--- config.mk ---
export PLATFORM = sky130hd
export DESIGN_NAME = wdsup_top
export DESIGN_NICKNAME = d
export VERILOG_FILES = /design/src/core/wdsup_tick.v /design/src/core/wdsup_top.v
export VERILOG_INCLUDE_DIRS = /design/src /design/src/core
export SDC_FILE = /design/constraint.sdc
export NUM_CORES = 1
export LEC_CHECK = 0
export ABC_CLOCK_PERIOD_IN_PS = 7300
export BUFFER_PORTS_ARGS = -buffer_cell sky130_fd_sc_hd__buf_2
export CAP_MARGIN = 20
export CORE_MARGIN = 10
export CORE_UTILIZATION = 55
export DETAILED_ROUTE_END_ITERATION = 6
export PLACE_DENSITY = 0.87
export SETUP_SLACK_MARGIN = 0.15
export SYNTH_ARGS = -nofsm -noshare
export SYNTH_HDL_FRONTEND = slang
export SYNTH_SLANG_ARGS = --single-unit
export TNS_END_PERCENT = 1
--- constraint.sdc ---
create_clock -name clk_sys -period 7.3 [get_ports clk_sys]
set_input_delay 0.73 -clock clk_sys [delete_from_list [all_inputs] [get_ports clk_sys]]
set_output_delay 0.73 -clock clk_sys [all_outputs]
set_load 0.05 [all_outputs]
--- src/core/wdsup_consts.vh ---
// Purpose: Constants for the windowed watchdog reset supervisor.
// Assumes: 40 MHz system clock; one-millisecond timebase tick.
// Notes:   Times are given in their own unit; only the tick period is converted to cycles here.
`ifndef WDSUP_CONSTS_VH
`define WDSUP_CONSTS_VH

// ****************************************************************
// Timebase
// ****************************************************************
`define WDSUP_CLK_HZ          40000000
`define WDSUP_TICK_US         1000
`define WDSUP_TICK_CYC        ((`WDSUP_CLK_HZ / 1000000) * `WDSUP_TICK_US)
`define WDSUP_TICK_W          16

// ****************************************************************
// Timeouts in milliseconds (tick units)
// ****************************************************************
`define WDSUP_FIXED_WD_MS     280
`define WDSUP_FIXED_RST_MS    13
`define WDSUP_CNT_W           20

// ****************************************************************
// Window ratio strap codes {sel1, sel0} and shift amounts
// ****************************************************************
`define WDSUP_RATIO_8         2'b00
`define WDSUP_RATIO_16        2'b10
`define WDSUP_RATIO_64        2'b11
`define WDSUP_RATIO_OFF       2'b01
`define WDSUP_SHIFT_8         3
`define WDSUP_SHIFT_16        4
`define WDSUP_SHIFT_64        6

// ****************************************************************
// Timing pin strap codes
// ****************************************************************
`define WDSUP_PIN_CAP         2'b00
`define WDSUP_PIN_GND         2'b01
`define WDSUP_PIN_OUT         2'b10

`endif

--- src/core/wdsup_tick.v ---
// Purpose: Divider giving a one-cycle tick pulse from the system clock.
// Assumes: Synchronous enable-based slow timing.
// Notes:   The period is a parameter so simulation can shorten it.
`timescale 1ns/1ps
`include "wdsup_consts.vh"

module wdsup_tick #(
    parameter TICK_CYC = `WDSUP_TICK_CYC
) (
    // Clock and reset.
    input  wire clk_sys,
    input  wire reset,
    // Tick output.
    output reg  tick_q
);

    reg [`WDSUP_TICK_W-1:0] div_q;

    // Count up and pulse the tick once per period.
    always @(posedge clk_sys or posedge reset)
    begin
        if (reset)
        begin
            div_q  <= {`WDSUP_TICK_W{1'b0}};
            tick_q <= 1'b0;
        end
        else if (div_q == TICK_CYC[`WDSUP_TICK_W-1:0] - 16'h0001)
        begin
            div_q  <= {`WDSUP_TICK_W{1'b0}};
            tick_q <= 1'b1;
        end
        else
        begin
            div_q  <= div_q + 16'h0001;
            tick_q <= 1'b0;
        end
    end

endmodule

--- src/core/wdsup_top.v ---
// Purpose: Windowed watchdog and voltage reset supervisor, active-low reset out.
// Assumes: All inputs synchronous to clk_sys; comparators arrive as logic levels.
// Notes:   Capacitor timing is given as tick counts on ports.
//
// Overview of operation
// Windowed: too-fast or too-slow strobe asserts reset.
// Fast limit is slow limit over strap ratio.
// Strap decode: 8, 16, 64, or disabled.
// Strobe edges ignored while reset asserted.
// Interval counter idle during reset, restarts after.
// Interval counter cleared when reset asserts.
// Boundary intervals need no guaranteed behaviour.
// Processor strobes inside the valid window.
// Windowed: sel0 high, sel1 low disables watchdog.
// Non-windowed: disable input low stops watchdog.
// Low load current disables the watchdog.
// Re-enable only above upper current threshold.
// Watchdog resumes at once unless reset asserted.
// Reset timing pin grounded holds reset low.
// Reset timing pin to output: fixed timeout.
// Capacitor reset timeout scales with capacitance.
// Capacitor slow limit scales with capacitance.
// Watchdog timing pin to output: fixed timeout.
// Fixed watchdog timeout at least 280 ms.
// Non-windowed: each edge clears the interval counter.
// Undervoltage holds reset, then timeout after recovery.
// Comparators are inputs; timeouts from internal timebase.
`timescale 1ns/1ps
`include "wdsup_consts.vh"

module wdsup_top #(
    parameter WINDOWED     = 1,
    parameter TICK_CYC     = `WDSUP_TICK_CYC,
    parameter FIXED_WD_MS  = `WDSUP_FIXED_WD_MS,
    parameter FIXED_RST_MS = `WDSUP_FIXED_RST_MS
) (
    // Clock and reset.
    input  wire                    clk_sys,
    input  wire                    reset,
    // Processor strobe and watchdog straps.
    input  wire                    watchdog_strobe_in,
    input  wire                    window_ratio_sel0,
    input  wire                    window_ratio_sel1,
    input  wire                    watchdog_off_n,
    // Timing pin straps and capacitor-derived times in ticks.
    input  wire [1:0]              reset_delay_cap_pin,
    input  wire [1:0]              watchdog_delay_cap_pin,
    input  wire [`WDSUP_CNT_W-1:0] reset_cap_ticks,
    input  wire [`WDSUP_CNT_W-1:0] watchdog_cap_ticks,
    // Analog comparator results.
    input  wire                    output_below_threshold,
    input  wire                    load_below_disable,
    input  wire                    load_above_enable,
    // Supervisor outputs.
    output reg                     reset_out_n_q,
    output reg                     watchdog_active_q
);

    // ****************************************************************
    // Timebase and straps
    // ****************************************************************

    wire                    tick;
    reg                     strobe_q;
    reg                     low_load_q;
    reg                     hold_q;
    reg [`WDSUP_CNT_W-1:0]  wd_cnt_q;
    reg [`WDSUP_CNT_W-1:0]  rst_cnt_q;
    reg [`WDSUP_CNT_W-1:0]  slow_lim;
    reg [`WDSUP_CNT_W-1:0]  fast_lim;
    reg [`WDSUP_CNT_W-1:0]  rst_lim;
    reg                     strap_off;
    reg                     wd_fault;

    // Internal timebase tick for all timeouts.
    wdsup_tick #(
        .TICK_CYC (TICK_CYC)
    ) u_tick (
        .clk_sys (clk_sys),
        .reset   (reset),
        .tick_q  (tick)
    );

    wire strobe_edge = (watchdog_strobe_in != strobe_q);
    wire wd_enabled  = !strap_off && !low_load_q;

    // Select limits from the timing pins and the ratio straps.
    always @*
    begin
        if (watchdog_delay_cap_pin == `WDSUP_PIN_OUT)
            slow_lim = FIXED_WD_MS[`WDSUP_CNT_W-1:0];
        else
            slow_lim = watchdog_cap_ticks;
        if (reset_delay_cap_pin == `WDSUP_PIN_OUT)
            rst_lim = FIXED_RST_MS[`WDSUP_CNT_W-1:0];
        else
            rst_lim = reset_cap_ticks;
        fast_lim  = slow_lim >> `WDSUP_SHIFT_8;
        strap_off = 1'b0;
        if (WINDOWED != 0)
        begin
            case ({window_ratio_sel1, window_ratio_sel0})
                `WDSUP_RATIO_8:  fast_lim = slow_lim >> `WDSUP_SHIFT_8;
                `WDSUP_RATIO_16: fast_lim = slow_lim >> `WDSUP_SHIFT_16;
                `WDSUP_RATIO_64: fast_lim = slow_lim >> `WDSUP_SHIFT_64;
                default:         strap_off = 1'b1;
            endcase
        end
        else
            strap_off = !watchdog_off_n;
    end

    // Fault when an edge comes too early in a windowed build, or the slow limit is reached.
    always @*
    begin
        wd_fault = 1'b0;
        if (wd_enabled && !hold_q)
        begin
            if (wd_cnt_q >= slow_lim)
                wd_fault = 1'b1;
            else if ((WINDOWED != 0) && strobe_edge && (wd_cnt_q < fast_lim))
                wd_fault = 1'b1;
        end
    end

    // ****************************************************************
    // Load-current disable with hysteresis
    // ****************************************************************

    // Set below the low threshold; clear only above the high one.
    always @(posedge clk_sys or posedge reset)
    begin
        if (reset)
            low_load_q <= 1'b0;
        else if (load_below_disable)
            low_load_q <= 1'b1;
        else if (load_above_enable)
            low_load_q <= 1'b0;
    end

    // ****************************************************************
    // Reset hold and watchdog interval counting
    // ****************************************************************

    // Reset hold: undervoltage or fault starts, timeout releases it.
    always @(posedge clk_sys or posedge reset)
    begin
        if (reset)
        begin
            hold_q    <= 1'b1;
            rst_cnt_q <= {`WDSUP_CNT_W{1'b0}};
        end
        else if (output_below_threshold || wd_fault ||
                 reset_delay_cap_pin == `WDSUP_PIN_GND)
        begin
            hold_q    <= 1'b1;
            rst_cnt_q <= {`WDSUP_CNT_W{1'b0}};
        end
        else if (hold_q && tick)
        begin
            if (rst_cnt_q + 20'h00001 >= rst_lim)
                hold_q <= 1'b0;
            rst_cnt_q <= rst_cnt_q + 20'h00001;
        end
    end

    // Interval counter: cleared in reset, ignores strobes during it.
    always @(posedge clk_sys or posedge reset)
    begin
        if (reset)
        begin
            wd_cnt_q <= {`WDSUP_CNT_W{1'b0}};
            strobe_q <= 1'b0;
        end
        else
        begin
            strobe_q <= watchdog_strobe_in;
            if (hold_q || wd_fault || !wd_enabled)
                wd_cnt_q <= {`WDSUP_CNT_W{1'b0}};
            else if (strobe_edge)
                wd_cnt_q <= {`WDSUP_CNT_W{1'b0}};
            else if (tick)
                wd_cnt_q <= wd_cnt_q + 20'h00001;
        end
    end

    // ****************************************************************
    // Registered outputs
    // ****************************************************************

    // Outputs follow the hold flag and enable state.
    always @(posedge clk_sys or posedge reset)
    begin
        if (reset)
        begin
            reset_out_n_q     <= 1'b0;
            watchdog_active_q <= 1'b0;
        end
        else
        begin
            reset_out_n_q     <= !hold_q;
            watchdog_active_q <= wd_enabled && !hold_q;
        end
    end

endmodule

==> flow_summary_export.csv <==
group,metric,value,unit
global_routing,antenna_found_initial,0,
power_and_ir_drop,power_leakage,2.47,nW
place,io_buffer_count,53,
floorplanning,ioPinCount,55,
sta,finalCritPeriodShare,59.4,%
global_routing,grt.total_usage,17.5,%
place,dpl.hpwl,8.65,mm
global_routing,grt_pass1_vias,4285,
layout,fillers,726,
power_and_ir_drop,power,0.000686,W
synthesis,synth_edf_count,0,
sta,rsz0062_at_grt,"no",
clock_tree,cts_tree,"done",
power_and_ir_drop,p_per_area,129,nW/µm²
sta,hold_violations,0,
sta,fmax,0.231,GHz
layout,drive_gt1_share,14.1,%
routing,drt_wl_total,11.4,mm
routing,postRouteAntennaNets,0,
synthesis,synthCells,572,
routing,drt-vias-per-instance,5.90,
worst_setup_path,cp_slowest_cell,"o211ai_2",
synthesis,synth_area_per_cell,8.53,µm²
sta,worst_clock_skew,3.92,ps
clock_tree,clock_latency,330,ps
clock_tree,cts_buffers,9,
clock_tree,cts_root_buffer,"clkbuf_8",
sta,setup_tns,0,ps
place,place_ws,2650,ps
synthesis,syn-num-nets,684,
floorplanning,die_h,114,µm
sta,worstMarginPinSlew,974,ps
worst_setup_path,arrival,4510,ps
global_routing,grt_max_degree,63,
clock_tree,cts_max_level,3,
routing,vias,4273,
clock_tree,cts_setup_buffers,0,
floorplanning,core,8680,µm²
worst_setup_path,crit_required,7480,ps
place,place_inst,708,
floorplanning,initial_core_util,56.2,%
layout,syn2layout_area_growth,8.87,%
min_path,hp-class,"register to register",
worst_setup_path,cp-end-kind,"register",
run,cap_violations,0,
layout,finish.net_count,723,
clock_tree,clk_pin_slew_worst_paths,70,ps
routing,drtPass1Iterations,4,
synthesis,ys_ff_latch,62,
synthesis,seq_area_frac_synth,31.8,%
synthesis,async_reset_ff_share,100,%
global_routing,overflow,0,
status,outcome,"completed",
place,place.gp.congestion,0.895,
worst_setup_path,worst-path-buf-inv,1,
clock_tree,ctsHoldBuffers,0,
floorplanning,die_w,114,µm
sta,worst_slack,2970,ps
clock_tree,clock-sinks,62,
floorplanning,core.rowCount,34,
routing,drt_iter0_markers,315,
worst_setup_path,worst-path-max-fanout,31,
worst_setup_path,path_cells,"buf_2 -> nand2b_1 -> nand2_1 -> o21ai_0 -> a21oi_1 -> ha_1 -> a2111oi_0 -> o31ai_1 -> o31ai_1 -> a31oi_1 -> o211ai_2 -> nor2_1",
worst_setup_path,crit_type,"primary input to register",
worst_setup_path,critPathTopFamily,"compound AO/OA/AOI/OAI gates",
layout,layout.cells.non_filler,724,
floorplanning,die_area,13000,µm²
sta,slew_violations,0,
sta,slew_headroom,34.8,%
worst_setup_path,crit_top_cell,"o31ai_1",
power_and_ir_drop,ir_drop,0.107,mV
synthesis,yosys_warnings,0,
routing,wire_per_inst,15.8,µm
clock_tree,cts.path.max_buffers,2,
synthesis,yosys_most_used_dff,"dfrtp_1",
synthesis,synth.distinct_cells,49,
routing,drcViolationCount,0,
worst_setup_path,cpPeakStageDelay,810,ps
place,post_dp_cell_area,5150,µm²
global_routing,grt_pass1_wl,19.3,mm
sta,setup_violations,0,
synthesis,netlist_area,4880,µm²
sta,min_period,4330,ps
layout,stdcell_area,5310,µm²
clock_tree,cts_resized,0,
layout,antenna_cells,0,
worst_setup_path,startpoint_type,"primary input",
-- cell families after synthesis --
kind of cell	synth area share, %
simple gates	24.9
xor+xnor	12.6
flops	31.8
fa+ha+maj	15.1
mux	0.205
buf+inv	3.36
compound gates	12.0
-- worst reg2reg max path: stages (launching register included) --
cell	delay, ps
dfrtp_1	480
and4_1	330
and4_1	300
and4_1	350
nand3_1	130
xnor2_1	210
ha_1	280
a21oi_1	190
o21ai_0	180
or4_1	420
a21oi_1	140
a211o_1	120
-- stage by stage --
step | utilization [%] | hold slack (ps)
after floorplan | - | 439
after global placement | 59.4 | 472
after detailed placement | 59.4 | 482
after CTS | 61.2 | 497
after global routing | 61.2 | 522
final | 61.2 | 496
-- metal layers --
layer | track usage (%) | routed length [µm] | up-vias
met5 | 0 | 0 | -
met2 | 28.9 | 5450 | 105
met3 | 3.88 | 670 | 20
met1 | 21.9 | 5080 | 2061
met4 | 6.43 | 216 | 0
li1 | - | - | 2087
-- path summary, 6_finish.rpt --
kind / endpoint / cells past startpoint / startpoint / slack, ps
min in group asynchronous: u_tick.div_q[2] / 3 / reset / 600
setup / recovery: rst_cnt_q[15] / 12 / watchdog_delay_cap_pin[0] / 2970
hold reg to reg: u_tick.div_q[9] / 1 / u_tick.div_q[9] / 500
hold / removal: u_tick.div_q[9] / 1 / u_tick.div_q[9] / 500
max in group asynchronous: low_load_q / 3 / reset / 6190
setup reg to reg: hold_q / 11 / rst_cnt_q[2] / 4120
-- synthesized netlist by cell type (5+ instances only) --
cell,number,area (µm²)
and4_1,7,61.3
nand4_1,21,131
xnor2_1,30,263
inv_1,8,30.0
xor2_1,40,350
o211ai_1,7,52.6
o21ai_0,27,135
ha_1,59,738
nand2_1,69,259
dfrtp_1,61,1530
nand3_1,34,170
nor2_1,70,263
and3_1,10,62.6
clkbuf_1,13,48.8
nor3_1,6,30.0
a21oi_1,31,155
buf_2,5,25.0
nand2b_1,5,31.3
nor2_2,11,68.8
nor2b_1,6,37.5
-- layout make-up --
| class | instances | area, µm² | area share, % |
|---|---|---|---|
| well taps | 108 | 135 | 2.54 |
| multi-input cells | 476 | 3160 | 59.5 |
| clock inverters | 4 | 23.8 | 0.448 |
| flip-flops and latches | 62 | 1550 | 29.2 |
| clock buffers | 12 | 135 | 2.54 |
| repair buffers | 54 | 273 | 5.14 |
| inverters | 8 | 30.0 | 0.565 |
-- sequential cells by signal, indices dropped and copies added (netlist names) --
register and count:
strobe_q 1, hold_q 1, low_load_q 1, watchdog_active_q 1
reset_out_n_q 1, rst_cnt_q 20, u_tick.div_q 16, u_tick.tick_q 1
wd_cnt_q 20
-- layout by cell type (no fill, tap or decap), types with 2 or more instances in the layout --
master and count:
o21ba_2 2, o22a_1 2, clkinv_2 3, o21a_1 2, xnor2_1 30, nand2b_1 5
clkbuf_1 3, nand4_1 21, a2111oi_0 3, o31ai_1 4, nor2b_1 6, a21o_1 4
xor2_1 40, nor3b_1 4, and2_1 2, buf_2 53, nor3_1 6, ha_1 59
nor2_1 70, dfrtp_1 61, nand3_1 34, nor2_2 11, a211oi_1 4, o211ai_1 7
clkbuf_8 9, inv_1 7, and3_1 10, nand2_1 69, o21ai_0 27, a21oi_1 31
and4_1 7
-- report_power, final --
group          switching, W  internal [W]
sequential      0.000000723      0.000344
clock              0.000132      0.000122
combinational     0.0000538     0.0000337
No activity file was read; power rests on OpenSTA's default activity.
